`config.mk`:
```
export PLATFORM = sky130hd
export DESIGN_NAME = fsh_erase_cmd
export DESIGN_NICKNAME = d
export VERILOG_FILES = /design/src/rtl/fsh_erase_cmd.v /design/src/rtl/fsh_pin_sync.v
export VERILOG_INCLUDE_DIRS = /design/src /design/src/rtl
export SDC_FILE = /design/constraint.sdc
export NUM_CORES = 1
export LEC_CHECK = 0
export ABC_AREA = 1
export BUFFER_PORTS_ARGS = -buffer_cell sky130_fd_sc_hd__buf_2
export CAP_MARGIN = 20
export CORE_UTILIZATION = 50
export DETAILED_ROUTE_END_ITERATION = 8
export GPL_TIMING_DRIVEN = 0
export PLACE_DENSITY = 0.68
export SLEW_MARGIN = 10
export SYNTH_ARGS = -nofsm -noshare
export SYNTH_HDL_FRONTEND = slang
export SYNTH_HIERARCHICAL = 1
export SYNTH_SLANG_ARGS = --single-unit
```
`constraint.sdc`:
```
create_clock -name mclk -period 9.9 [get_ports mclk]
set_input_delay 1.98 -clock mclk [delete_from_list [all_inputs] [get_ports mclk]]
set_output_delay 1.98 -clock mclk [all_outputs]
set_load 0.01 [all_outputs]
```
`src/rtl/fsh_erase_map.vh`:
```
// opcodes, status bit positions, sizes and erase timing for the erase command block
`ifndef FSH_ERASE_MAP_VH
`define FSH_ERASE_MAP_VH

// opcodes
`define FSH_OP_WRITE_ENABLE   8'h06
`define FSH_OP_READ_STATUS    8'h05
`define FSH_OP_HALF_BLK_ERASE 8'h52
`define FSH_OP_BLK_ERASE      8'hD8
`define FSH_OP_HALF_BLK_WIDE  8'h5C
`define FSH_OP_BLK_WIDE       8'hDC
`define FSH_OP_CHIP_ERASE_A   8'hC7
`define FSH_OP_CHIP_ERASE_B   8'h60
`define FSH_OP_ENTER_WIDE     8'hB7
`define FSH_OP_EXIT_WIDE      8'hE9
`define FSH_OP_READ_EXT_ADDR  8'hC8
`define FSH_OP_ENTER_QUAD     8'h38
`define FSH_OP_EXIT_QUAD      8'hFF

// bit counts of complete command frames
`define FSH_LEN_OPCODE        6'h08
`define FSH_LEN_ADDR3         6'h20
`define FSH_LEN_ADDR4         6'h28
`define FSH_LEN_SAT           6'h3F

// status byte field positions
`define FSH_ST_WIP            0
`define FSH_ST_WEL            1

// array geometry: 512 Mbit, 64 KB blocks
`define FSH_ARRAY_MSB         25
`define FSH_BLK_LSB           16
`define FSH_BLK_COUNT         11'h400
`define FSH_BP_ALL_LEVEL      4'hB
`define FSH_HALF_BLK_MASK     32'hFFFF_8000
`define FSH_BLK_MASK          32'hFFFF_0000

// erase kinds
`define FSH_KIND_HALF_BLK     2'h1
`define FSH_KIND_BLK          2'h2
`define FSH_KIND_CHIP         2'h3

// erase durations as 125 MHz cycle counts: 200 ms, 300 ms and 120 s
`define FSH_HBE_CYCLES        36'h0_017D_7840
`define FSH_BE_CYCLES         36'h0_023C_3460
`define FSH_CE_CYCLES         36'h3_7E11_D600

`endif

```
`src/rtl/fsh_erase_cmd.v`:
```
// serial flash command handler for erases, address mode and extended address read
// Overview of operation
// - 5Ch with four address bytes erases the 32KB half block to all ones.
// - DCh with four address bytes erases the 64KB block to all ones.
// - erases need the write enable latch, set by write enable; else rejected.
// - explicit wide erases always take exactly four address bytes.
// - any address inside a block selects the whole aligned block.
// - chip select must rise right after the last address bit or command drops.
// - chip select rise on valid erase starts timed cycle; busy flag high throughout.
// - write enable latch clears before the erase cycle completes.
// - block erases into protected area, per protect bits, are ignored.
// - C7h or 60h erase the whole array, with no address bytes.
// - whole-array erase needs chip select rise right after eighth opcode bit.
// - whole-array erase ignored while any block is protected.
// - B7h sets the wide address flag; address phases become 32-bit.
// - after reset the device uses 24-bit addresses.
// - in wide mode all commands work; address length changes and address frames reload the extended register.
// - E9h clears the wide address flag, back to 24-bit addresses.
// - C8h shifts the extended address byte out MSB first on falling clock.
// - in 24-bit mode the extended register supplies address bits 31 to 24.
// - in wide mode the extended register is not used for addresses.
// - all these commands also work over four lines in quad mode.
// - extended address register resets to zero.
// - in wide mode address bits 31 to 24 overwrite the extended register.
`timescale 1ns/1ps
`include "fsh_erase_map.vh"
module fsh_erase_cmd #(
  parameter [35:0] HALF_BLOCK_ERASE_CYCLES = `FSH_HBE_CYCLES,
  parameter [35:0] BLOCK_ERASE_CYCLES      = `FSH_BE_CYCLES,
  parameter [35:0] CHIP_ERASE_CYCLES       = `FSH_CE_CYCLES
) (
  // clock and reset
  input  wire        mclk,
  input  wire        reset_n,
  // serial pins
  input  wire        spi_clk,
  input  wire        spi_cs_n,
  input  wire [3:0]  spi_dq_in,
  output reg  [3:0]  spi_dq_out,
  output reg  [3:0]  spi_dq_oe,
  // protection settings
  input  wire        protect_complement,
  input  wire        protect_top_bottom,
  input  wire        protect_level_bit3,
  input  wire        protect_level_bit2,
  input  wire        protect_level_bit1,
  input  wire        protect_level_bit0,
  // status
  output reg         write_in_progress,
  output reg         write_enable_latch,
  output reg         wide_address_flag,
  output reg         quad_mode,
  output reg  [7:0]  ext_addr,
  // erase request to the array
  output reg         erase_start,
  output reg  [1:0]  erase_kind,
  output reg  [31:0] erase_base,
  output reg         erase_done
);

  // filtered pin levels
  wire [5:0] pin_level;
  wire       sclk_f;
  wire       csn_f;
  wire [3:0] dq_f;

  fsh_pin_sync #(
    .WIDTH     (6),
    .RESET_VAL (6'h10)
  ) u_sync (
    .mclk      (mclk),
    .reset_n   (reset_n),
    .pin_in    ({spi_clk, spi_cs_n, spi_dq_in}),
    .pin_level (pin_level)
  );

  assign sclk_f = pin_level[5];
  assign csn_f  = pin_level[4];
  assign dq_f   = pin_level[3:0];

  reg        sclk_q;
  reg        csn_q;
  reg [5:0]  bit_cnt;
  reg [7:0]  opcode;
  reg [31:0] addr_sr;
  reg        rd_active;
  reg [7:0]  out_sr;
  reg [2:0]  out_cnt;
  reg [35:0] timer;

  wire sclk_rise = sclk_f & ~sclk_q & ~csn_f;
  wire sclk_fall = ~sclk_f & sclk_q & ~csn_f;
  wire cs_fall   = ~csn_f & csn_q;
  wire cs_rise   = csn_f & ~csn_q;
  wire [3:0] prot_level = {protect_level_bit3, protect_level_bit2,
                           protect_level_bit1, protect_level_bit0};

  // shift one bit or one nibble into a byte
  function [7:0] shift_byte;
    input [7:0] cur;
    input [3:0] dq;
    input       quad;
    begin
      if (quad) begin
        shift_byte = {cur[3:0], dq};
      end else begin
        shift_byte = {cur[6:0], dq[0]};
      end
    end
  endfunction

  // protection of one 64KB block; the nominal region grows from the top
  // or the bottom by powers of two, complement inverts it
  function prot_blk;
    input [9:0] blk;
    input       cmp;
    input       tb;
    input [3:0] lvl;
    reg   [10:0] span;
    reg          in_reg;
    begin
      if (lvl == 4'h0) begin
        span = 11'h000;
      end else if (lvl >= `FSH_BP_ALL_LEVEL) begin
        span = `FSH_BLK_COUNT;
      end else begin
        span = 11'h001 << (lvl - 4'h1);
      end
      if (tb) begin
        in_reg = ({1'b0, blk} < span);
      end else begin
        in_reg = ({1'b0, blk} >= (`FSH_BLK_COUNT - span));
      end
      prot_blk = cmp ^ in_reg;
    end
  endfunction

  // any block protected at all, for the whole-array erase
  wire any_protected = protect_complement ? (prot_level < `FSH_BP_ALL_LEVEL)
                                          : (prot_level != 4'h0);

  // decode of the frame that just closed
  reg  [5:0]  exp_len;
  reg         is_addr_cmd;
  reg  [1:0]  cmd_kind;
  reg  [31:0] cmd_addr;
  reg  [35:0] cmd_cycles;
  reg         cmd_blocked;

  always @* begin
    exp_len     = `FSH_LEN_OPCODE;
    is_addr_cmd = 1'b0;
    cmd_kind    = 2'h0;
    cmd_addr    = addr_sr;
    cmd_cycles  = 36'h0_0000_0000;
    case (opcode)
      `FSH_OP_HALF_BLK_WIDE: begin
        exp_len     = `FSH_LEN_ADDR4;
        is_addr_cmd = 1'b1;
        cmd_kind    = `FSH_KIND_HALF_BLK;
      end
      `FSH_OP_BLK_WIDE: begin
        exp_len     = `FSH_LEN_ADDR4;
        is_addr_cmd = 1'b1;
        cmd_kind    = `FSH_KIND_BLK;
      end
      `FSH_OP_HALF_BLK_ERASE: begin
        exp_len     = wide_address_flag ? `FSH_LEN_ADDR4 : `FSH_LEN_ADDR3;
        is_addr_cmd = 1'b1;
        cmd_kind    = `FSH_KIND_HALF_BLK;
      end
      `FSH_OP_BLK_ERASE: begin
        exp_len     = wide_address_flag ? `FSH_LEN_ADDR4 : `FSH_LEN_ADDR3;
        is_addr_cmd = 1'b1;
        cmd_kind    = `FSH_KIND_BLK;
      end
      `FSH_OP_CHIP_ERASE_A, `FSH_OP_CHIP_ERASE_B: begin
        cmd_kind = `FSH_KIND_CHIP;
      end
      default: begin
        cmd_kind = 2'h0;
      end
    endcase
    // three-byte frames borrow the top byte from the extended register
    if (is_addr_cmd && exp_len == `FSH_LEN_ADDR3) begin
      cmd_addr = {ext_addr, addr_sr[23:0]};
    end else begin
      cmd_addr = addr_sr;
    end
    case (cmd_kind)
      `FSH_KIND_HALF_BLK: begin
        cmd_addr    = cmd_addr & `FSH_HALF_BLK_MASK;
        cmd_cycles  = HALF_BLOCK_ERASE_CYCLES;
      end
      `FSH_KIND_BLK: begin
        cmd_addr    = cmd_addr & `FSH_BLK_MASK;
        cmd_cycles  = BLOCK_ERASE_CYCLES;
      end
      `FSH_KIND_CHIP: begin
        cmd_addr    = 32'h0000_0000;
        cmd_cycles  = CHIP_ERASE_CYCLES;
      end
      default: begin
        cmd_cycles  = 36'h0_0000_0000;
      end
    endcase
    if (cmd_kind == `FSH_KIND_CHIP) begin
      cmd_blocked = any_protected;
    end else begin
      cmd_blocked = prot_blk(cmd_addr[`FSH_ARRAY_MSB:`FSH_BLK_LSB],
                             protect_complement, protect_top_bottom, prot_level);
    end
  end

  // a frame counts only when chip select rises exactly on its last bit
  wire frame_exact = cs_rise && (bit_cnt == exp_len);
  wire erase_ok    = frame_exact && (cmd_kind != 2'h0) && write_enable_latch
                     && !write_in_progress && !cmd_blocked;

  // input shifting, one bit or one nibble per rising clock
  wire [6:0] cnt_sum  = {1'b0, bit_cnt} + (quad_mode ? 7'h04 : 7'h01);
  wire [7:0] op_next  = shift_byte(opcode, dq_f, quad_mode);

  always @(posedge mclk or negedge reset_n) begin
    if (!reset_n) begin
      sclk_q    <= 1'b0;
      csn_q     <= 1'b1;
      bit_cnt   <= 6'h00;
      opcode    <= 8'h00;
      addr_sr   <= 32'h0000_0000;
      rd_active <= 1'b0;
    end else begin
      sclk_q <= sclk_f;
      csn_q  <= csn_f;
      if (cs_fall) begin
        bit_cnt   <= 6'h00;
        opcode    <= 8'h00;
        addr_sr   <= 32'h0000_0000;
        rd_active <= 1'b0;
      end else if (csn_f) begin
        rd_active <= 1'b0;
      end else if (sclk_rise) begin
        // saturate so an overlong frame never wraps back to a legal count
        bit_cnt <= (cnt_sum > {1'b0, `FSH_LEN_SAT}) ? `FSH_LEN_SAT : cnt_sum[5:0];
        if (bit_cnt < `FSH_LEN_OPCODE) begin
          opcode <= op_next;
          if (cnt_sum[5:0] == `FSH_LEN_OPCODE) begin
            rd_active <= (op_next == `FSH_OP_READ_EXT_ADDR) ||
                         (op_next == `FSH_OP_READ_STATUS);
          end
        end else if (quad_mode) begin
          addr_sr <= {addr_sr[27:0], dq_f};
        end else begin
          addr_sr <= {addr_sr[30:0], dq_f[0]};
        end
      end
    end
  end

  // read-out on falling clock; status is reloaded every byte so a poll
  // sees the busy flag drop without reselecting the device
  wire [7:0] status_byte = {6'h00, write_enable_latch, write_in_progress};
  wire [7:0] src_byte    = (opcode == `FSH_OP_READ_EXT_ADDR) ? ext_addr : status_byte;
  wire [7:0] out_data    = (out_cnt == 3'h0) ? src_byte : out_sr;

  always @(posedge mclk or negedge reset_n) begin
    if (!reset_n) begin
      out_sr     <= 8'h00;
      out_cnt    <= 3'h0;
      spi_dq_out <= 4'h0;
      spi_dq_oe  <= 4'h0;
    end else if (csn_f || cs_fall) begin
      out_cnt    <= 3'h0;
      spi_dq_oe  <= 4'h0;
    end else if (sclk_fall && rd_active) begin
      if (quad_mode) begin
        spi_dq_out <= out_data[7:4];
        spi_dq_oe  <= 4'hF;
        out_sr     <= {out_data[3:0], 4'h0};
        out_cnt    <= out_cnt + 3'h4;
      end else begin
        spi_dq_out <= {2'h0, out_data[7], 1'b0};
        spi_dq_oe  <= 4'h2;
        out_sr     <= {out_data[6:0], 1'b0};
        out_cnt    <= out_cnt + 3'h1;
      end
    end
  end

  // mode bits, latch, extended register and the erase timer
  always @(posedge mclk or negedge reset_n) begin
    if (!reset_n) begin
      write_in_progress  <= 1'b0;
      write_enable_latch <= 1'b0;
      wide_address_flag  <= 1'b0;
      quad_mode          <= 1'b0;
      ext_addr           <= 8'h00;
      erase_start        <= 1'b0;
      erase_kind         <= 2'h0;
      erase_base         <= 32'h0000_0000;
      erase_done         <= 1'b0;
      timer              <= 36'h0_0000_0000;
    end else begin
      erase_start <= 1'b0;
      erase_done  <= 1'b0;
      if (write_in_progress) begin
        if (timer <= 36'h0_0000_0001) begin
          write_in_progress <= 1'b0;
          erase_done        <= 1'b1;
        end else begin
          timer <= timer - 36'h0_0000_0001;
        end
      end
      if (erase_ok) begin
        write_in_progress  <= 1'b1;
        write_enable_latch <= 1'b0;
        timer              <= cmd_cycles;
        erase_start        <= 1'b1;
        erase_kind         <= cmd_kind;
        erase_base         <= cmd_addr;
      end else if (frame_exact && !write_in_progress) begin
        if (opcode == `FSH_OP_WRITE_ENABLE) begin
          write_enable_latch <= 1'b1;
        end
      end
      // wide-mode frames carry a top byte that replaces the register
      if (frame_exact && is_addr_cmd && wide_address_flag) begin
        ext_addr <= addr_sr[31:24];
      end
      if (frame_exact) begin
        if (opcode == `FSH_OP_ENTER_WIDE) begin
          wide_address_flag <= 1'b1;
        end else if (opcode == `FSH_OP_EXIT_WIDE) begin
          wide_address_flag <= 1'b0;
        end else if (opcode == `FSH_OP_ENTER_QUAD) begin
          quad_mode <= 1'b1;
        end else if (opcode == `FSH_OP_EXIT_QUAD && quad_mode) begin
          quad_mode <= 1'b0;
        end
      end
    end
  end

endmodule

```
`src/rtl/fsh_pin_sync.v`:
```
// three-flop pin synchroniser with agreement filter
`timescale 1ns/1ps
module fsh_pin_sync #(
  parameter           WIDTH     = 6,
  parameter [WIDTH-1:0] RESET_VAL = {WIDTH{1'b0}}
) (
  // clock and reset
  input  wire             mclk,
  input  wire             reset_n,
  // raw pins and filtered levels
  input  wire [WIDTH-1:0] pin_in,
  output reg  [WIDTH-1:0] pin_level
);

  reg [WIDTH-1:0] stage1;
  reg [WIDTH-1:0] stage2;
  reg [WIDTH-1:0] stage3;
  integer         i;

  // stage1 feeds stage2 only; a level counts once stage2 and stage3 agree
  always @(posedge mclk or negedge reset_n) begin
    if (!reset_n) begin
      stage1    <= RESET_VAL;
      stage2    <= RESET_VAL;
      stage3    <= RESET_VAL;
      pin_level <= RESET_VAL;
    end else begin
      stage1 <= pin_in;
      stage2 <= stage1;
      stage3 <= stage2;
      for (i = 0; i < WIDTH; i = i + 1) begin
        if (stage2[i] == stage3[i]) begin
          pin_level[i] <= stage3[i];
        end
      end
    end
  end

endmodule

```
; ---- Word level (Yosys, flattened, before mapping)
; Cells that the tools add are included.
[totals]
ff_bits = 176
inputBits = 14
output_inout_bits = 56
elab_cells = 191
[classes]
add_sub_neg = 6
n_lt_le_gt_ge = 7
n_eq_ne = 29
n_shift = 1
mux = 60
bitwise_logic = 14
reduce_logical = 45
[ops]
columns = operator, count
row1 = 2-to-1 mux 32 bit, 6
row2 = 2-to-1 mux 36 bit, 3
row3 = case mux 34 bit (3 select lines), 1
row4 = case mux 32 bit (3 select lines), 1
row5 = equality test 8 bit (second input constant), 8
row6 = 2-to-1 mux 8 bit, 8
row7 = <= comparator 36 x 1 -> 1 bit (second input constant), 1
row8 = subtractor 36 x 1 -> 36 bit (second input constant), 1
row9 = 2-to-1 mux 11 bit, 3
row10 = equality test 8 x 7 -> 1 bit (second input constant), 3
row11 = 2-to-1 mux 6 bit, 4
row12 = 2-to-1 mux 1 bit, 23
row13 = 2-to-1 mux 4 bit, 5
row14 = nonzero test 2 bit, 9
row15 = equality test 8 x 3 -> 1 bit (second input constant), 2
row16 = 2-to-1 mux 3 bit, 4
row17 = case mux 6 bit (2 select lines), 1
row18 = greater-or-equal comparator 10 x 11 -> 1 bit, 1
row19 = logical AND 1 bit, 11
row20 = < comparator 10 x 11 -> 1 bit, 1
row21 = left shift 1 x 4 -> 11 bit (first input constant), 1
row22 = subtractor 11 bit (first input constant), 1
row23 = AND reduction 2 bit, 5
row24 = OR reduction 2 bit, 5
row25 = other kinds (29), 54

; ---- Longest topological paths before layout
[depth]
ltp_word = 16
ltp_mapped = 34
mapped_depth_nobuf = 31

; ---- Cells and area by module
; Netlist, hierarchy kept.
[modules_own_cells]
columns = module, instances, cells_per_inst, area_per_inst_um2, seq_area_each_um2
row1 = fsh_erase_cmd, 1, 1106, 8419.3, 3729.8
row2 = fsh_pin_sync, 1, 48, 703.2, 605.6

; ---- Worst setup path after synthesis
; OpenSTA, ideal clock, no wires.
[synth_path]
path_type = input -> register
startpoint = in protect_level_bit3
endpoint = reg timer[33]
setup_time_ns = 0.117
arrival_ns = 4.441
required_ns = 9.783
slack_ns = 5.342
path_stages = 28
n_path_buf = 2
cell_sequence = nor2_2 -> inv_1 -> nor2_1 -> inv_1 -> ha_1 -> inv_1 -> xor2_1 -> ha_1 -> a21oi_1 -> nand3_1 -> nand2_1 -> nand3_1 -> nand2_1 -> nand2_1 -> nand2_1 -> nand2_1 -> nand2_1 -> nand3_1 -> nand2_1 -> nand2_1 -> nand3_1 -> nand2_2 -> buf_6 -> buf_6 -> nand2_1 -> nand2_1 -> nand2_1 -> nand2_1
[synth_between]
elab_chain_cells = 15
elab_cells_between_ends = 23
classes_between = add/sub (2) / order compare (4) / eq/ne (1) / shift (1) / mux (8) / bitwise (1) / reduce/logical (6)
[synth_rtl]
columns = item, line_no
row1 = from (decl), fsh_erase_cmd.v:44  ; input wire protect_level_bit3,
row2 = subtractor 4 x 1 -> 4 bit, fsh_erase_cmd.v:127  ; span = 11'h001 << (lvl - 4'h1);
row3 = left shift 1 x 4 -> 11 bit, fsh_erase_cmd.v:127
row4 = 2-to-1 mux 11 bit (3 in series), -
row5 = subtractor 11 bit (no line), -
row6 = greater-or-equal comparator 10 x 11 -> 1 bit, fsh_erase_cmd.v:132  ; in_reg = ({1'b0, blk} >= (`FSH_BLK_COUNT - span));
row7 = 2-to-1 mux 1 bit (2 in series), -
row8 = bitwise XOR 1 bit, fsh_erase_cmd.v:134  ; prot_blk = cmp ^ in_reg;
row9 = 2-to-1 mux 1 bit (*), fsh_erase_cmd.v:207  ; if (cmd_kind == `FSH_KIND_CHIP) begin
row10 = logical NOT 1 bit (*), fsh_erase_cmd.v:218  ; && !write_in_progress && !cmd_blocked;
row11 = logical AND 1 bit (*), fsh_erase_cmd.v:218
row12 = inequality test 2 bit (no line) or nonzero test 2 bit (tied branches), -
row13 = AND reduction 2 bit (no line), -
row14 = to (signal assigned), fsh_erase_cmd.v:311  ; timer <= timer - 36'h0_0000_0001;
row15 = to (signal assigned), fsh_erase_cmd.v:317  ; timer <= cmd_cycles;
row16 = to (decl), fsh_erase_cmd.v:89  ; reg [35:0] timer;
; Mark *: on every way between the ends. The rest lies on a longest branch, timed or not. The select of a mux whose other input is x is not followed.
; A chain may end at the register's enable or synchronous reset.

; ---- Worst setup path in the final report
[layout_path]
startpoint = reg opcode[2]
endpoint = reg timer[32]
[layout_between]
elab_cells_between_ends = 41
classes_between = order compare (2) / eq/ne (12) / mux (10) / bitwise (1) / reduce/logical (16)
[layout_lines]
columns = item, line_no
row1 = from (decl), fsh_erase_cmd.v:84  ; reg [7:0] opcode;
row2 = from (signal assigned), fsh_erase_cmd.v:246  ; opcode <= op_next;
row3 = equality test 8 bit or equality test 8 x 7 -> 1 bit (tied branches), fsh_erase_cmd.v:156  ; case (opcode)
row4 = "OR reduction 2 bit, on equally long branches", -
row5 = case mux 2 bit (3 select lines) (*), fsh_erase_cmd.v:156
row6 = named net cmd_kind[1], fsh_erase_cmd.v:145  ; reg [1:0] cmd_kind;
row7 = equality test 2 bit or equality test 2 x 1 -> 1 bit (tied branches), fsh_erase_cmd.v:190  ; case (cmd_kind)
row8 = case mux 32 bit (3 select lines) (*), fsh_erase_cmd.v:190
row9 = named net cmd_addr[18], fsh_erase_cmd.v:146  ; reg [31:0] cmd_addr;
row10 = greater-or-equal comparator 10 x 11 -> 1 bit or < comparator 10 x 11 -> 1 bit (tied branches), "fsh_erase_cmd.v:132, fsh_erase_cmd.v:130"
row11 = 2-to-1 mux 1 bit (*) (2 in series), -
row12 = bitwise XOR 1 bit (*), fsh_erase_cmd.v:134
row13 = 2-to-1 mux 1 bit (*), fsh_erase_cmd.v:207
row14 = logical NOT 1 bit (*), fsh_erase_cmd.v:218
row15 = logical AND 1 bit (*), fsh_erase_cmd.v:218
row16 = inequality test 2 bit (no line) or nonzero test 2 bit (tied branches), -
row17 = AND reduction 2 bit (no line), -
; Mark *: on every way through the listed nets, which the timed path passes. The rest lies on a longest branch. The select of a mux whose other input is x is not followed.

==> qor.txt <==
Run status: finished, final reports clean
Initial core utilization: 51.0%
Area of the multi-input gates: 4020 sq um
Share of layout cells above drive strength 1: 11.9%
Half-perimeter wire length of the detailed placement result: 16.6 mm
Fraction of power consumed by the clock network: 45.8%
Worst min-delay path startpoint: u_sync/stage1[2]$_DFF_PN0_
Worst Reg2Reg Path Length in Cells: 29
Register bit count reported by yosys: 173
Clock latency reported for the late side of the worst-skew pair: 440 ps
R2r startpoint: opcode[2]$_DFFE_PN0P_
Routed WL per cell: 15.1 um
Worst Hold Path Cells: 0
Clk buf depth: 2
Remaining global-route overflow: 0
Total number of vias: 7791
Critical Path Slowest Stage Cell: sky130_fd_sc_hd__dfrtp_1
Total cell area at the placement stage: 9790 sq um
Vias in the first global route: 7457
Number of flops mapped to enable cells by yosys: 0
Shortest period the worst path allows: 4960 ps
Combined area of all synthesized cells: 9120 sq um
DRC violation count after routing: 0
Crit path max fanout: 10
Tightest Hold Check Type: reg2reg
Die X: 137 um
Setup repair after global routing missed its margin: false
Internal power component: 1.08 mW
Simple logic cell fraction of the synthesized area: 24.2%
Fraction of power consumed by sequential logic: 48.7%
Worst Setup End Kind: flop
Clock input transition at the sequential cells of the worst setup and hold paths: 80 ps
Net switching power figure: 408 uW
Layout area overhead: 14.1%
Total power density per cell area: 143 nW/um^2
Clock net sink count: 173
Share of cell area taken by muxes after synthesis: 0%
I/O pin count: 70
Placeable core area: 17900 sq um
Ys async rst share: 100%
Gate Count Post-Synth: 1154
Post-Synth XOR/XNOR Area: 3.74%
Residual antenna-violating net count after detailed routing: 0
Post-Synthesis Net Count: 1199
Worst endpoint data arrival time: 5340 ps
Buffers on Ports: 69
Tcrit/Tclk final: 50.1%
Routability Congestion: 0.942
CTS buffer count: 17
Setup skew after layout: 12.1 ps
Net switching fraction of the power: 27.3%
Max Cap Viol: 0
CTS H-tree lvls: 4
Largest family of logic cells by synthesized area: simple AND/OR/NAND/NOR gates
Rel. slew slack: 53.7%
Wire length after detailed routing: 22.5 mm
Number of hold violations in the final report: 0
Static leakage: 5.25 nW
Wire length of the first global-routing pass: 37.2 mm
Max stage delay on crit path: 460 ps
Peak clock frequency supported by timing: 202 MHz
Main synth FF type: sky130_fd_sc_hd__dfrtp_1
Length of the first detailed-routing pass in iterations: 5
Avg Vias per Cell: 5.25
Worst-case hold slack: 354 ps
Capture instance of the worst register-to-register path: timer[32]$_DFFE_PN0P_
Type of the worst setup path: reg2reg
Setup violators final: 0
CTS Root Buffer Type: sky130_fd_sc_hd__clkbuf_16
Syn_area_per_cell: 7.91 sq um
Die outline height: 137 um
Final-layout setup total negative slack: 0 ps
Element type at the critical path start: flop
Max rail drop VDD: 135 uV
Final design utilization: 58.1%
Post-placement cell count: 1453
Area of all placed cells without fillers: 10400 sq um
Number of antenna violations at the first check in global routing: 0
Count of different cell masters after synthesis: 46
Post CTS Setup Buffer Count: 0
Final slew viol count: 0
Net total in the final layout: 1288
Diode insertion count for antenna repair: 0
Logic gate share of total power: 5.5%
Endpoint, Worst Hold: u_sync/stage2[2]$_DFF_PN0_
Count of cells resized by post-cts repair: 0
Count of placed standard cells in the final layout, fillers left out: 1485
Transition time at the pin with the least slew margin: 689 ps
Reg area: 4340 sq um
All-layer global routing usage: 25.7%
Violation count after the first detailed-route iteration: 478
Pin count of the biggest net entering global routing: 98
Hold Buf Count CTS: 0
Post-synthesis compound-gate area fraction: 11.8%
CTS tree: yes
Required time of the worst setup path: 10280 ps
Yosys warns: 6
Worst setup slack for register-to-register paths: 4940 ps
Sequential share of the synthesized area: 47.5%
Count of filler cells inserted in the layout: 1669
DIE AREA: 18800 sq um
Arithmetic-cell share of the synthesized area counting full adders, half adders and majority gates: 4.25%
Row count: 49
-- state kept, by name (all words and copies together) (netlist names) --
register / cells
out_sr: 7
erase_kind: 2
quad_mode: 1
csn_q: 1
timer: 36
erase_start: 1
u_sync/stage1: 6
out_cnt: 3
bit_cnt: 6
u_sync/stage3: 6
u_sync/stage2: 6
spi_dq_out: 4
opcode: 8
wide_address_flag: 1
rd_active: 1
erase_base: 32
addr_sr: 32
write_enable_latch: 1
spi_dq_oe: 2
erase_done: 1
u_sync/pin_level: 6
write_in_progress: 1
sclk_q: 1
ext_addr: 8
-- how the worst max path moves through the flow --
stage,depth (start not counted),start,endpoint
3_3_place_gp,1,reset_n,addr_sr[12]$_DFFE_PN0P_
6_report,29,opcode[2]$_DFFE_PN0P_,timer[32]$_DFFE_PN0P_
2_1_floorplan,28,protect_level_bit3,timer[33]$_DFFE_PN0P_
4_1_cts,26,protect_level_bit3,timer[32]$_DFFE_PN0P_
3_5_place_dp,26,protect_level_bit3,timer[26]$_DFFE_PN0P_
5_1_grt,29,opcode[2]$_DFFE_PN0P_,timer[32]$_DFFE_PN0P_
-- through the flow --
stage / power [mW] / setup WS (ps)
after floorplan: 0.785 / 5340
after global placement: 0.819 / 4080
after detailed placement: 0.822 / 4530
after CTS: 1.50 / 4980
after global routing: 1.54 / 4470
final: 1.49 / 4940
-- critical path, delay by kind of cell (launching register included) --
family | cells | cell delay, ps
AOI/OAI and AO/OA | 1 | 170
adders and majority gates | 2 | 570
buffers and inverters | 6 | 1150
DFF | 1 | 460
and+or+nand+nor | 20 | 2530
-- layer usage --
layer	vias up	share of wire, %	global-route usage, %
met5	-	0	0
met4	0	1.5	6.90
met3	29	4.2	4.63
met2	163	48	43.0
met1	3702	46	34.1
li1	3897	-	-
-- synthesized netlist by cell type (2+ instances only) --
| cell type | n | area share, % |
|---|---|---|
| sky130_fd_sc_hd__inv_2 | 9 | 0.37 |
| sky130_fd_sc_hd__nor4_1 | 10 | 0.69 |
| sky130_fd_sc_hd__o22ai_1 | 17 | 1.2 |
| sky130_fd_sc_hd__dfrtp_1 | 168 | 46 |
| sky130_fd_sc_hd__a31oi_1 | 2 | 0.14 |
| sky130_fd_sc_hd__buf_2 | 8 | 0.44 |
| sky130_fd_sc_hd__o21ai_0 | 82 | 4.5 |
| sky130_fd_sc_hd__ha_1 | 31 | 4.3 |
| sky130_fd_sc_hd__a21oi_1 | 40 | 2.2 |
| sky130_fd_sc_hd__o211ai_1 | 20 | 1.6 |
| sky130_fd_sc_hd__nor2_2 | 6 | 0.41 |
| sky130_fd_sc_hd__nor2_4 | 2 | 0.25 |
| sky130_fd_sc_hd__xnor2_1 | 13 | 1.2 |
| sky130_fd_sc_hd__inv_1 | 144 | 5.9 |
| sky130_fd_sc_hd__nor3_1 | 17 | 0.93 |
| sky130_fd_sc_hd__buf_4 | 4 | 0.33 |
| sky130_fd_sc_hd__xor2_1 | 26 | 2.5 |
| sky130_fd_sc_hd__nand4_1 | 10 | 0.69 |
| sky130_fd_sc_hd__or2_2 | 3 | 0.21 |
| sky130_fd_sc_hd__buf_1 | 2 | 0.082 |
| sky130_fd_sc_hd__nor2_1 | 125 | 5.1 |
| sky130_fd_sc_hd__nand2_1 | 278 | 11 |
| sky130_fd_sc_hd__buf_6 | 3 | 0.37 |
| sky130_fd_sc_hd__dfstp_2 | 5 | 1.4 |
| sky130_fd_sc_hd__nand2_2 | 4 | 0.27 |
| sky130_fd_sc_hd__o221ai_1 | 4 | 0.38 |
| sky130_fd_sc_hd__o21a_1 | 2 | 0.16 |
| sky130_fd_sc_hd__clkbuf_1 | 21 | 0.86 |
| sky130_fd_sc_hd__nand3_1 | 66 | 3.6 |
| sky130_fd_sc_hd__o21ai_1 | 16 | 0.88 |
-- kinds of logic (layout without fill, tap and decap cells) --
family          Yosys count  count (layout)
compound gates          191             191
xor+xnor                 39              39
fa+ha+maj                31              31
buf+inv                 192             294
flops                   173             173
simple gates            528             528
-- area by class of cell --
type                            instances  share of cell area, %
Sequential cell                       173                   41.7
Multi-Input combinational cell        789                   38.6
Inverter                              154                   5.55
Clock buffer                           17                   4.09
Timing Repair Buffer                   70                   3.68
Tap cell                              229                   2.75
Buffer                                 38                   1.83
Clock inverter                         15                   1.82
-- power groups by stage --
stage	clock [mW]	sequential [mW]	combinational (mW)
2_1_floorplan	0	0.737	0.0475
5_1_grt	0.723	0.727	0.0946
6_report	0.683	0.725	0.0822
3_3_place_gp	0	0.739	0.0801
3_5_place_dp	0	0.740	0.0826
4_1_cts	0.695	0.726	0.0830
-- cells in the final DEF (no fill, tap or decap), types with 13 or more instances in the layout --
| cell type | n |
|---|---|
| sky130_fd_sc_hd__o22ai_1 | 17 |
| sky130_fd_sc_hd__buf_2 | 76 |
| sky130_fd_sc_hd__nand2_1 | 278 |
| sky130_fd_sc_hd__xnor2_1 | 13 |
| sky130_fd_sc_hd__nand3_1 | 66 |
| sky130_fd_sc_hd__clkbuf_16 | 17 |
| sky130_fd_sc_hd__nor3_1 | 17 |
| sky130_fd_sc_hd__nor2_1 | 125 |
| sky130_fd_sc_hd__xor2_1 | 26 |
| sky130_fd_sc_hd__dfrtp_1 | 168 |
| sky130_fd_sc_hd__a21oi_1 | 40 |
| sky130_fd_sc_hd__inv_1 | 144 |
| sky130_fd_sc_hd__clkbuf_1 | 21 |
| sky130_fd_sc_hd__o21ai_0 | 82 |
| sky130_fd_sc_hd__o211ai_1 | 20 |
| sky130_fd_sc_hd__o21ai_1 | 16 |
| sky130_fd_sc_hd__ha_1 | 31 |
No activity file was read; power rests on OpenSTA's default activity.
